$ cat config.mk
export PLATFORM = sky130hd
export DESIGN_NAME = i2c_baud_status
export DESIGN_NICKNAME = d
export VERILOG_FILES = /design/src/verilog/i2c_status_pkg.sv /design/src/verilog/i2c_baud_status.sv /design/src/verilog/ahb_reg_port.sv /design/src/verilog/baud_counter.sv
export SDC_FILE = /design/constraint.sdc
export NUM_CORES = 1
export LEC_CHECK = 0
export BUFFER_PORTS_ARGS = -buffer_cell sky130_fd_sc_hd__buf_2
export CELL_PAD_IN_SITES_DETAIL_PLACEMENT = 1
export CELL_PAD_IN_SITES_GLOBAL_PLACEMENT = 1
export CORE_ASPECT_RATIO = 1.4
export CORE_MARGIN = 3
export CORE_UTILIZATION = 40
export CTS_BUF_LIST = sky130_fd_sc_hd__clkbuf_16
export DETAILED_ROUTE_END_ITERATION = 10
export PLACE_DENSITY = 0.89
export SETUP_SLACK_MARGIN = 0.02
export SKIP_LAST_GASP = 1
export SLEW_MARGIN = 20
export SYNTH_ARGS = -nofsm -noshare
export SYNTH_HDL_FRONTEND = slang
export SYNTH_SLANG_ARGS = --single-unit
$ cat constraint.sdc
create_clock -name mclk -period 4.8 [get_ports mclk]
set_clock_uncertainty 0.15 [all_clocks]
set_input_delay 0.48 -clock mclk [delete_from_list [all_inputs] [get_ports mclk]]
set_output_delay 0.48 -clock mclk [all_outputs]
set_load 0.005 [all_outputs]
$ cat src/verilog/i2c_status_pkg.sv
// Purpose: shared constants for the i2c baud generator and bus status block
// Assumes: AHB-Lite word access, register index times four is the byte address
// Notes:   reload reset value and field positions live here only
package i2c_status_pkg;
	// register indices, byte address is index * 4
	localparam logic [29:0] IDX_RELOAD_HIGH = 30'h00FFE243;
	localparam logic [29:0] IDX_RELOAD_LOW  = 30'h00FFE244;
	localparam logic [29:0] IDX_BUS_STATUS  = 30'h00FFE245;
	localparam logic [29:0] IDX_DIAGNOSTIC_SELECT_CTRL   = 30'h00FFE24F; // diagnostic select word

	// reset values
	localparam logic [7:0]  RELOAD_RESET    = 8'hFF;
	localparam logic [7:0]  FLAGS_RESET     = 8'h00;

	// status field positions
	localparam int          ST_ACK_VALID    = 7;
	localparam int          ST_ACK          = 6;
	localparam int          ST_ADDR_PHASE   = 5;
	localparam int          ST_DATA_PHASE   = 4;
	localparam int          ST_TEN_BIT      = 3;
	localparam int          ST_RESTART      = 2;
	localparam int          ST_SCL_OUT      = 1;
	localparam int          ST_BUSY         = 0;

	// top five address bits that mark ten-bit addressing
	localparam logic [4:0]  TEN_BIT_PREFIX  = 5'h1E;

	// half bit value on which a tick flips the serial clock, two counter periods per half
	localparam logic        HALF_PERIODS    = 1'h1;

	// AHB transfer type
	localparam logic [1:0]  HTRANS_NONSEQ   = 2'h2;

	// bus slave states
	typedef enum logic [1:0] {PORT_IDLE, PORT_WAIT, PORT_DONE} portState_t;
endpackage : i2c_status_pkg

$ cat src/verilog/i2c_baud_status.sv
// Purpose: i2c baud rate generator and bus status registers on AHB-Lite
// Assumes: controller core supplies phase levels and event pulses on mclk
// Notes:   diagnostic select sits in its own word, see the register map
//
// Local design decision: the AHB-Lite interface to the registers.
`timescale 1ns/100ps
module i2c_baud_status #(
	parameter int RELOAD_WIDTH = 16
) (
	input  wire logic        mclk,
	input  wire logic        srst,
	// AHB-Lite slave
	input  wire logic        hsel,
	input  wire logic [31:0] haddr,
	input  wire logic [1:0]  htrans,
	input  wire logic        hwrite,
	input  wire logic [2:0]  hsize,
	input  wire logic        hready,
	input  wire logic [31:0] hwdata,
	output logic             hreadyout,
	output logic             hresp,
	output logic [31:0]      hrdata,
	// controller core side
	input  wire logic        baudRun,
	input  wire logic        txActive,
	input  wire logic        txByteStart,
	input  wire logic        ackSampled,
	input  wire logic        ackIn,
	input  wire logic        addrPhase,
	input  wire logic        dataPhase,
	input  wire logic        startReq,
	input  wire logic [4:0]  addrTop,
	input  wire logic        addrSent,
	input  wire logic        stopRestartEvt,
	input  wire logic        isRestart,
	input  wire logic        busBusy,
	input  wire logic [7:0]  ctrlState,
	output logic             baudTick,
	output logic             sclDrive,
	output logic             diagnosticSelect
);
	// all state of the register block
	typedef struct packed {
		logic [7:0] reloadHigh; // upper reload byte
		logic [7:0] reloadLow;  // lower reload byte
		logic       diagnostic_select;       // diagnostic select
		logic       ackValid;   // ack reflects last sent byte
		logic       ackBit;     // last ack seen
		logic       addrFlag;   // address byte on the bus
		logic       dataFlag;   // data byte on the bus
		logic       tenBit;     // ten-bit address in flight
		logic       restart;    // last end was a restart
	} regs_t;

	regs_t stR;  // registered state
	regs_t stNxt; // next state

	logic [RELOAD_WIDTH-1:0] reloadValue; // combined reload
	logic [RELOAD_WIDTH-1:0] counter;     // live baud counter
	logic                    wrStrobe;    // write in data phase
	logic [29:0]             regIndex;    // latched register index
	logic [7:0]              rdData;      // read mux result
	logic [7:0]              statusWord;  // packed status flags
	logic                    ackSet;      // sent-byte ack captured
	logic                    ackClr;      // next byte or end of transfer
	logic                    tenSet;      // ten-bit prefix seen

	// reload bytes joined high over low
	assign reloadValue = {stR.reloadHigh, stR.reloadLow};

	// bus slave front end
	ahb_reg_port u_port (
		.mclk      (mclk),
		.srst      (srst),
		.hsel      (hsel),
		.haddr     (haddr),
		.htrans    (htrans),
		.hwrite    (hwrite),
		.hsize     (hsize),
		.hready    (hready),
		.rdData    (rdData),
		.hreadyout (hreadyout),
		.hresp     (hresp),
		.hrdata    (hrdata),
		.wrStrobe  (wrStrobe),
		.regIndex  (regIndex)
	);

	// serial clock pacing
	baud_counter #(
		.WIDTH (RELOAD_WIDTH)
	) u_baud (
		.mclk        (mclk),
		.srst        (srst),
		.run         (baudRun),
		.reloadValue (reloadValue),
		.count       (counter),
		.tick        (baudTick),
		.driven_clock_level      (sclDrive)
	);

	// event qualifiers
	assign ackSet = ackSampled && txActive;
	assign ackClr = txByteStart || stopRestartEvt;
	assign tenSet = startReq && (addrTop == i2c_status_pkg::TEN_BIT_PREFIX);

	// status flags gathered in bit order
	always_comb begin
		statusWord                               = 8'h00;
		statusWord[i2c_status_pkg::ST_ACK_VALID]  = stR.ackValid;
		statusWord[i2c_status_pkg::ST_ACK]        = stR.ackBit;
		statusWord[i2c_status_pkg::ST_ADDR_PHASE] = stR.addrFlag;
		statusWord[i2c_status_pkg::ST_DATA_PHASE] = stR.dataFlag;
		statusWord[i2c_status_pkg::ST_TEN_BIT]    = stR.tenBit;
		statusWord[i2c_status_pkg::ST_RESTART]    = stR.restart;
		// driven level, not the sampled pin
		statusWord[i2c_status_pkg::ST_SCL_OUT]    = sclDrive;
		statusWord[i2c_status_pkg::ST_BUSY]       = busBusy;
	end

	// read mux; unmapped words read as zero
	always_comb begin
		rdData = 8'h00;
		unique case (regIndex)
			i2c_status_pkg::IDX_RELOAD_HIGH: begin
				// diagnostic view shows the running count
				rdData = stR.diagnostic_select ? counter[15:8] : stR.reloadHigh;
			end
			i2c_status_pkg::IDX_RELOAD_LOW: begin
				rdData = stR.diagnostic_select ? counter[7:0] : stR.reloadLow;
			end
			i2c_status_pkg::IDX_BUS_STATUS: begin
				rdData = stR.diagnostic_select ? ctrlState : statusWord;
			end
			i2c_status_pkg::IDX_DIAGNOSTIC_SELECT_CTRL: begin
				rdData = {7'h00, stR.diagnostic_select};
			end
			default: begin
				rdData = 8'h00;
			end
		endcase
	end

	// next state of the register block
	always_comb begin
		stNxt = stR;
		// software writes; status has no write path
		if (wrStrobe) begin
			unique case (regIndex)
				i2c_status_pkg::IDX_RELOAD_HIGH: begin
					stNxt.reloadHigh = hwdata[7:0];
				end
				i2c_status_pkg::IDX_RELOAD_LOW: begin
					stNxt.reloadLow = hwdata[7:0];
				end
				i2c_status_pkg::IDX_DIAGNOSTIC_SELECT_CTRL: begin
					stNxt.diagnostic_select = hwdata[0];
				end
				default: begin
					// read-only or unmapped, write dropped
				end
			endcase
		end
		// clear first so a same-cycle set wins
		if (ackClr) begin
			stNxt.ackValid = 1'h0;
		end
		if (ackSet) begin
			stNxt.ackValid = 1'h1;
		end
		// ack level of any byte, sent or received
		if (ackSampled) begin
			stNxt.ackBit = ackIn;
		end
		// phase flags follow the controller, one cycle late
		stNxt.addrFlag = addrPhase;
		stNxt.dataFlag = dataPhase;
		// ten-bit flag, set beats the address-sent clear
		if (addrSent) begin
			stNxt.tenBit = 1'h0;
		end
		if (tenSet) begin
			stNxt.tenBit = 1'h1;
		end
		// stop versus restart on every end event
		if (stopRestartEvt) begin
			stNxt.restart = isRestart;
		end
	end

	// state register, reloads come up all ones
	always_ff @(posedge mclk) begin
		if (srst) begin
			stR            <= '0;
			stR.reloadHigh <= i2c_status_pkg::RELOAD_RESET;
			stR.reloadLow  <= i2c_status_pkg::RELOAD_RESET;
		end else begin
			stR <= stNxt;
		end
	end

	assign diagnosticSelect = stR.diagnostic_select;
endmodule : i2c_baud_status

$ cat src/verilog/ahb_reg_port.sv
// Purpose: AHB-Lite slave front end with one wait state per transfer
// Assumes: single word transfers only, response always OKAY
// Notes:   read data is registered, so every transfer answers on the second edge
`timescale 1ns/100ps
module ahb_reg_port (
	input  wire logic        mclk,
	input  wire logic        srst,
	input  wire logic        hsel,
	input  wire logic [31:0] haddr,
	input  wire logic [1:0]  htrans,
	input  wire logic        hwrite,
	input  wire logic [2:0]  hsize,
	input  wire logic        hready,
	input  wire logic [7:0]  rdData,
	output logic             hreadyout,
	output logic             hresp,
	output logic [31:0]      hrdata,
	output logic             wrStrobe,
	output logic [29:0]      regIndex
);
	// all state of the port
	typedef struct packed {
		i2c_status_pkg::portState_t phase;
		logic                       isWrite;
		logic [29:0]                index;
		logic [31:0]                rdWord;
	} port_t;

	port_t stR;  // registered state
	port_t stNxt; // next state

	logic  take; // address phase accepted

	// next-state logic; hsize is not checked since only words are issued
	always_comb begin
		stNxt = stR;
		take  = hsel && hready && (htrans == i2c_status_pkg::HTRANS_NONSEQ);
		unique case (stR.phase)
			i2c_status_pkg::PORT_WAIT: begin
				// capture read data while the address is stable
				stNxt.rdWord = {24'h000000, rdData};
				stNxt.phase  = i2c_status_pkg::PORT_DONE;
			end
			i2c_status_pkg::PORT_IDLE,
			i2c_status_pkg::PORT_DONE: begin
				stNxt.phase = i2c_status_pkg::PORT_IDLE;
				if (take) begin
					stNxt.phase   = i2c_status_pkg::PORT_WAIT;
					stNxt.isWrite = hwrite;
					stNxt.index   = haddr[31:2];
				end
			end
		endcase
	end

	// state register
	always_ff @(posedge mclk) begin
		if (srst) begin
			stR <= '0;
		end else begin
			stR <= stNxt;
		end
	end

	assign hreadyout = (stR.phase != i2c_status_pkg::PORT_WAIT);
	assign hresp     = 1'h0;
	assign hrdata    = stR.rdWord;
	assign wrStrobe  = (stR.phase == i2c_status_pkg::PORT_WAIT) && stR.isWrite;
	assign regIndex  = stR.index;
endmodule : ahb_reg_port

$ cat src/verilog/baud_counter.sv
// Purpose: down counter that paces the serial clock
// Assumes: run is a level from the controller, high while the clock is needed
// Notes:   a reload of zero wraps through all ones, giving a full 65536 count
`timescale 1ns/100ps
module baud_counter #(
	parameter int WIDTH = 16
) (
	input  wire logic             mclk,
	input  wire logic             srst,
	input  wire logic             run,
	input  wire logic [WIDTH-1:0] reloadValue,
	output logic      [WIDTH-1:0] count,
	output logic                  tick,
	output logic                  driven_clock_level
);
	// all state of the counter
	typedef struct packed {
		logic [WIDTH-1:0] cnt;
		logic             half;
		logic             scl;
	} baud_t;

	baud_t stR;  // registered state
	baud_t stNxt; // next state

	localparam logic [WIDTH-1:0] ONE = WIDTH'(1);

	// count down, reload at one; two periods per half clock
	always_comb begin
		stNxt = stR;
		tick  = run && (stR.cnt == ONE);
		if (!run) begin
			// released clock sits high while idle
			stNxt.cnt  = reloadValue;
			stNxt.half = 1'h0;
			stNxt.scl  = 1'h1;
		end else if (tick) begin
			stNxt.cnt  = reloadValue;
			stNxt.half = ~stR.half;
			if (stR.half == i2c_status_pkg::HALF_PERIODS) begin
				stNxt.scl = ~stR.scl;
			end
		end else begin
			stNxt.cnt = stR.cnt - ONE;
		end
	end

	// state register
	always_ff @(posedge mclk) begin
		if (srst) begin
			stR <= '{cnt: '1, half: 1'h0, scl: 1'h1};
		end else begin
			stR <= stNxt;
		end
	end

	assign count  = stR.cnt;
	assign driven_clock_level = stR.scl;
endmodule : baud_counter

== Yosys cells after proc, flatten, opt, wreduce, memory -nomap -nowiden ==
Cells that the tools add are included.

* Add/subtract/negate cells: 1
* Eq/ne operators: 10
* Mux-type cells: 14
* Bitwise logic cells: 3
* Reduce and logical (&&, ||, !) cells: 17

{| class="wikitable"
|+ Operators with widths
! cell !! number
|-
| 30-bit by 24-bit equality test with 1-bit output (second input constant) || 4
|-
| 32-bit two-way mux || 1
|-
| 8-bit one-hot mux with 4 select lines || 1
|-
| 8-bit two-way mux || 3
|-
| 18-bit two-way mux || 1
|-
| 16-bit by 1-bit equality test with 1-bit output (second input constant) || 1
|-
| 16-bit two-way mux || 1
|-
| 16-bit by 1-bit subtractor with 16-bit output (second input constant) || 1
|-
| 2-bit AND reduction || 5
|-
| 1-bit logical AND || 6
|-
| 5-bit equality test (second input constant) || 1
|-
| 1-bit two-way mux || 5
|-
| 2-bit equality test (second input constant) || 2
|-
| 2-bit one-hot mux with 2 select lines || 1
|-
| 2-bit nonzero test || 2
|-
| 2-bit OR reduction || 2
|-
| 1-bit inverter || 3
|-
| 2-bit by 1-bit equality test with 1-bit output (second input constant) || 1
|-
| 2-bit logical NOT || 1
|-
| 2-bit two-way mux || 1
|-
| 2-bit by 1-bit inequality test with 1-bit output (second input constant) || 1
|-
| 1-bit logical OR || 1
|}

* Register bits after elaboration: 82
* Output and inout port bits: 37

== Depth between registers and ports, before layout ==
* Depth in word-level cells: 4
* Mapped depth: 7

== Modules after synthesis ==
From an unflattened synthesis, not the netlist that was laid out.

* Cell total of the unflattened synthesis: 528
* Area total of the unflattened synthesis: 4,818.4 µm²

{| class="wikitable"
|+ Modules (own cells, without submodules)
! module !! instances !! cells an instance !! area an instance (µm²) !! seq. area each (µm²)
|-
| ahb_reg_port || 1 || 242 || 2,227.1 || 820.8
|-
| i2c_baud_status || 1 || 156 || 1,452.6 || 460.4
|-
| baud_counter || 1 || 130 || 1,138.6 || 360.3
|}

== Least setup slack after synthesis ==
Ideal clock, no wire load.

* Kind: reg-to-reg
* Start: reg u_port.stR, in the netlist u_port.regIndex[4]
* End: reg stR, in the netlist reloadValue[7]
* Library setup time: 0.122 ns
* Arrival: 1.657 ns
* Slack: 2.871 ns
* Stages on the path, launching flop included: 6
* Path buffers: 1
* Clock period less this slack: 1.929 ns
* Cells stage by stage: dfxtp_1 -> or4b_4 -> nor4_4 -> nand4b_1 -> buf_6 -> mux2i_1

* Word-level cells in the longest chain between the ends: 2

{| class="wikitable"
|+ Ends and longest elaborated chain
! element !! line !! text
|-
| start: declaration || ahb_reg_port.sv:29 || <nowiki>port_t stR;</nowiki>
|-
| start signal: assignment || ahb_reg_port.sv:61 || <nowiki>stR <= stNxt;</nowiki>
|-
| 30-bit by 24-bit equality test with 1-bit output || i2c_baud_status.sv:149 || <nowiki>unique case (regIndex)</nowiki>
|-
| 2-bit AND reduction (no line) || n/a ||
|-
| end signal: assignment || i2c_baud_status.sv:198 || <nowiki>stR <= stNxt;</nowiki>
|-
| end: declaration || i2c_baud_status.sv:55 || <nowiki>regs_t stR;</nowiki>
|}

No other way between the ends.
A chain may end at the register's enable or synchronous reset.

== Worst setup path in the final report ==
* Start: reg u_port.stR, in the netlist u_port.regIndex[21]
* End: reg stR, in the netlist reloadValue[3]

Same word-level chain as after synthesis.

==> impl_results.md <==
- TritonCTS clock tree: built
- # resized after CTS: 0
- Clock Tree Root: clkbuf_16
- Vias post-DR: 3431
- Flop2flop setup slack: 2150 ps
- Share of post-route cells with drive strength above 1: 0.237
- GRT Total Usage: 0.201
- Most frequent cells in the layout: 82 x nand2_1, 81 x buf_2, 81 x dfxtp_1
- DRC viols: 0
- Clock group share of total power: 0.450
- Worst Path Required: 4900 ps
- Area fraction in compound gates after synthesis: 0.122
- Most common cell after layout, fill and taps aside: nand2_1
- Static Leak: 1.82 nW
- Mux cell area share after synthesis: 0.112
- Final min period: 2650 ps
- Die height: 124 µm
- CP Capture Type: flop
- Max IR drop VDD: 201 µV
- Gr ovfl total: 0
- Post-synthesis sequential area ratio: 0.412
- Worst Tran Pin Value: 987 ps
- Sw Share: 0.222
- Yosys top cell by area: dfxtp_1
- Type of the worst min-delay path: input port to flop
- Startpoint type of the worst setup path: flop
- Global-route wire length before repair: 17700 µm
- RePlAce Congestion: 0.912
- Core area: 9560 µm²
- Area Growth Syn to Fin: 15.4%
- Critical path, cell by cell: or4bb_1, nor4_2, nand4b_1, mux2i_1
- Die area: 11200 µm²
- Ports: 136
- Clk_lat worst skew: 330 ps
- Largest family of logic cells by synthesized area: simple AND/OR/NAND/NOR gates
- Slew Viols, Final: 0
- Buffers & Inverters on Critical Path: 0
- Setup Crit Path Kind: flop to flop
- Slowest stage delay, CP: 710 ps
- Gate power share: 0.062
- Initial antenna violation count: 0
- Max-capacitance violation count: 0
- Final hold viol count: 0
- Critical path arrival: 2750 ps
- Clock Tree Buf Depth: 2
- CTS buffer count: 9
- Post-layout nets: 611
- # setup viols final: 0
- Mapped Avg Cell Area: 8.87 µm²
- Post-Synth Simple-Gate Area: 0.228
- Flops & latches, synth: 82
- H-tree lvl count: 3
- Distinct cell type count after synthesis: 53
- RSZ-0062 raised after global routing: false
- Largest delay contributor family on the critical path: simple AND/OR/NAND/NOR gates
- Vias per inst: 5.31
- Status: finished, final reports clean
- Overall power: 1.44 mW
- Worst r2r src: u_port.regIndex[21]
- CP Depth: 4
- Synth Area in Adders: 0.00628
- Crit-path max FO: 8
- Worst Setup SP: u_port.regIndex[21]
- Dpl hpwl: 8110 µm
- Top-area cell type share of the netlist area: 0.412
- IO Port Bufs: 81
- Flop pwr share: 0.489
- Cell area after synthesis: 3980 µm²
- Routed wire length: 11000 µm
- P_sw: 321 µW
- Mapped Cells: 449
- Starting Density: 0.416
- Vias in the first global route: 3628
- Internal power: 1.12 mW
- Post-route ant nets: 0
- FMAX: 377 MHz
- Min Hold Slack: 213 ps
- Setup tns final: 0 ps
- Period utilization: 0.553
- Rows: 42
- Largest net degree at the start of global routing: 68
- XOR/XNOR Fraction of Synth Area: 0.0242
- Slew headroom: 0.342
- Clk sinks: 82
- Async set-reset flop share out of synthesis: 0
- Postcts setup bufs: 0
- Worst R2R End: reloadValue[3]
- Reg2Reg Depth: 4
- CP max stage cell: nand4b_1
- Detailed Route Iter0 Violations: 115
- Ant diodes: 0
- Power per standard cell area: 314 nW/µm²
- TritonRoute pass-1 iters: 4
- Primary FF master, synth: dfxtp_1
- Synth top area cells: dfxtp_1 41%, nand2_1 7.7%, buf_4 6.2%, mux2i_1 5.0%, a21oi_1 4.3%
- Yosys warning count: 0
- CP Capture Point: reloadValue[3]
- EDFF count, synth: 0
- Post-cts hold buffer count: 0
- WL per Instance: 17.1 µm
- Die X: 90.3 µm
- Clk slew on worst S/H paths: 60 ps
-- synthesized netlist by cell type, drive strengths merged (3+ instances only) --
master and instances:
nor2 35, nand4 7, nand2 82, nor3b 4, nor4 8, nand4b 3, a32oi 3, xor2 7
o211ai 5, o21ai 18, a21oi 34, mux2 8, a22oi 14, mux2i 20, dfxtp 82, inv 6
nor3 6, xnor2 4, mux4 7, clkbuf 19, or4 3, nor2b 3, nand3 7, or3 3
buf 38
-- per-layer routing --
metal,wire length (µm),track usage,vias to the layer above
li1,-,-,1641
met1,4080,0.203,1662
met2,6030,0.387,104
met3,580,0.0471,24
met4,353,0.104,0
met5,0,0,-
-- cell type report --
cell class,count,area (µm²)
multi-input cells,327,2060
clock inverters,6,52.6
repair buffers,83,420
inverters,7,26.3
clock buffers,9,225
flip-flops and latches,82,1640
fillers,1173,4970
well taps,132,165
-- state kept, by name, indices dropped and copies added, names as in the netlist --
name                       count
reloadValue                   16
u_baud.driven_clock_level      1
u_port.regIndex               30
u_baud.stR                     1
u_port.hrdata                  8
u_baud.count                  16
diagnosticSelect               1
stR                            6
u_port.stR                     3
-- how the worst min path moves through the flow --
| stage | start | endpoint | slack [ps] | cells past startpoint |
|---|---|---|---|---|
| after global routing | addrPhase | stR[3] | 210 | 2 |
| after global placement | u_port.regIndex[29] | u_port.regIndex[29] | 290 | 2 |
| after CTS | dataPhase | stR[2] | 210 | 2 |
| after detailed placement | u_port.hrdata[3] | u_port.hrdata[3] | 290 | 2 |
| final | dataPhase | stR[2] | 210 | 2 |
| after floorplan | u_port.hrdata[0] | u_port.hrdata[0] | 280 | 2 |
-- worst register-to-register path: cells and delay by family, from the launching register on --
kind	cells	cell delay [ps]
and+or+nand+nor	3	1730
muxes	1	360
DFF	1	330
-- power groups by stage --
stage	clock (mW)	sequential (mW)	combinational [mW]
after global routing	0.697	0.706	0.100
after detailed placement	0	0.720	0.0883
after CTS	0.666	0.705	0.0892
final	0.649	0.705	0.0890
after global placement	0	0.718	0.0855
after floorplan	0	0.713	0.0644
-- stage by stage --
| stage | util | setup WS, ps | cell area (µm²) | cells |
|---|---|---|---|---|
| 2_1_floorplan | - | 2870 | 4070 | 473 |
| 3_3_place_gp | 0.451 | 2200 | 4320 | 631 |
| 3_5_place_dp | 0.451 | 2150 | 4320 | 631 |
| 4_1_cts | 0.480 | 2130 | 4590 | 646 |
| 5_1_grt | 0.480 | 2010 | 4590 | 646 |
| 6_report | 0.480 | 2150 | 4590 | 646 |
-- kinds of logic (layout without fill, tap and decap cells) --
logic type	Yosys count	count (layout)
other	1	25
flip-flops	82	82
AND/OR/NAND/NOR	174	174
multiplexers	35	35
buffers and inverters	64	105
XOR/XNOR	11	11
AO/OA/AOI/OAI	80	80
adder cells (fa/ha/maj)	2	2
Note: power is estimated with default switching activity, not from simulation.
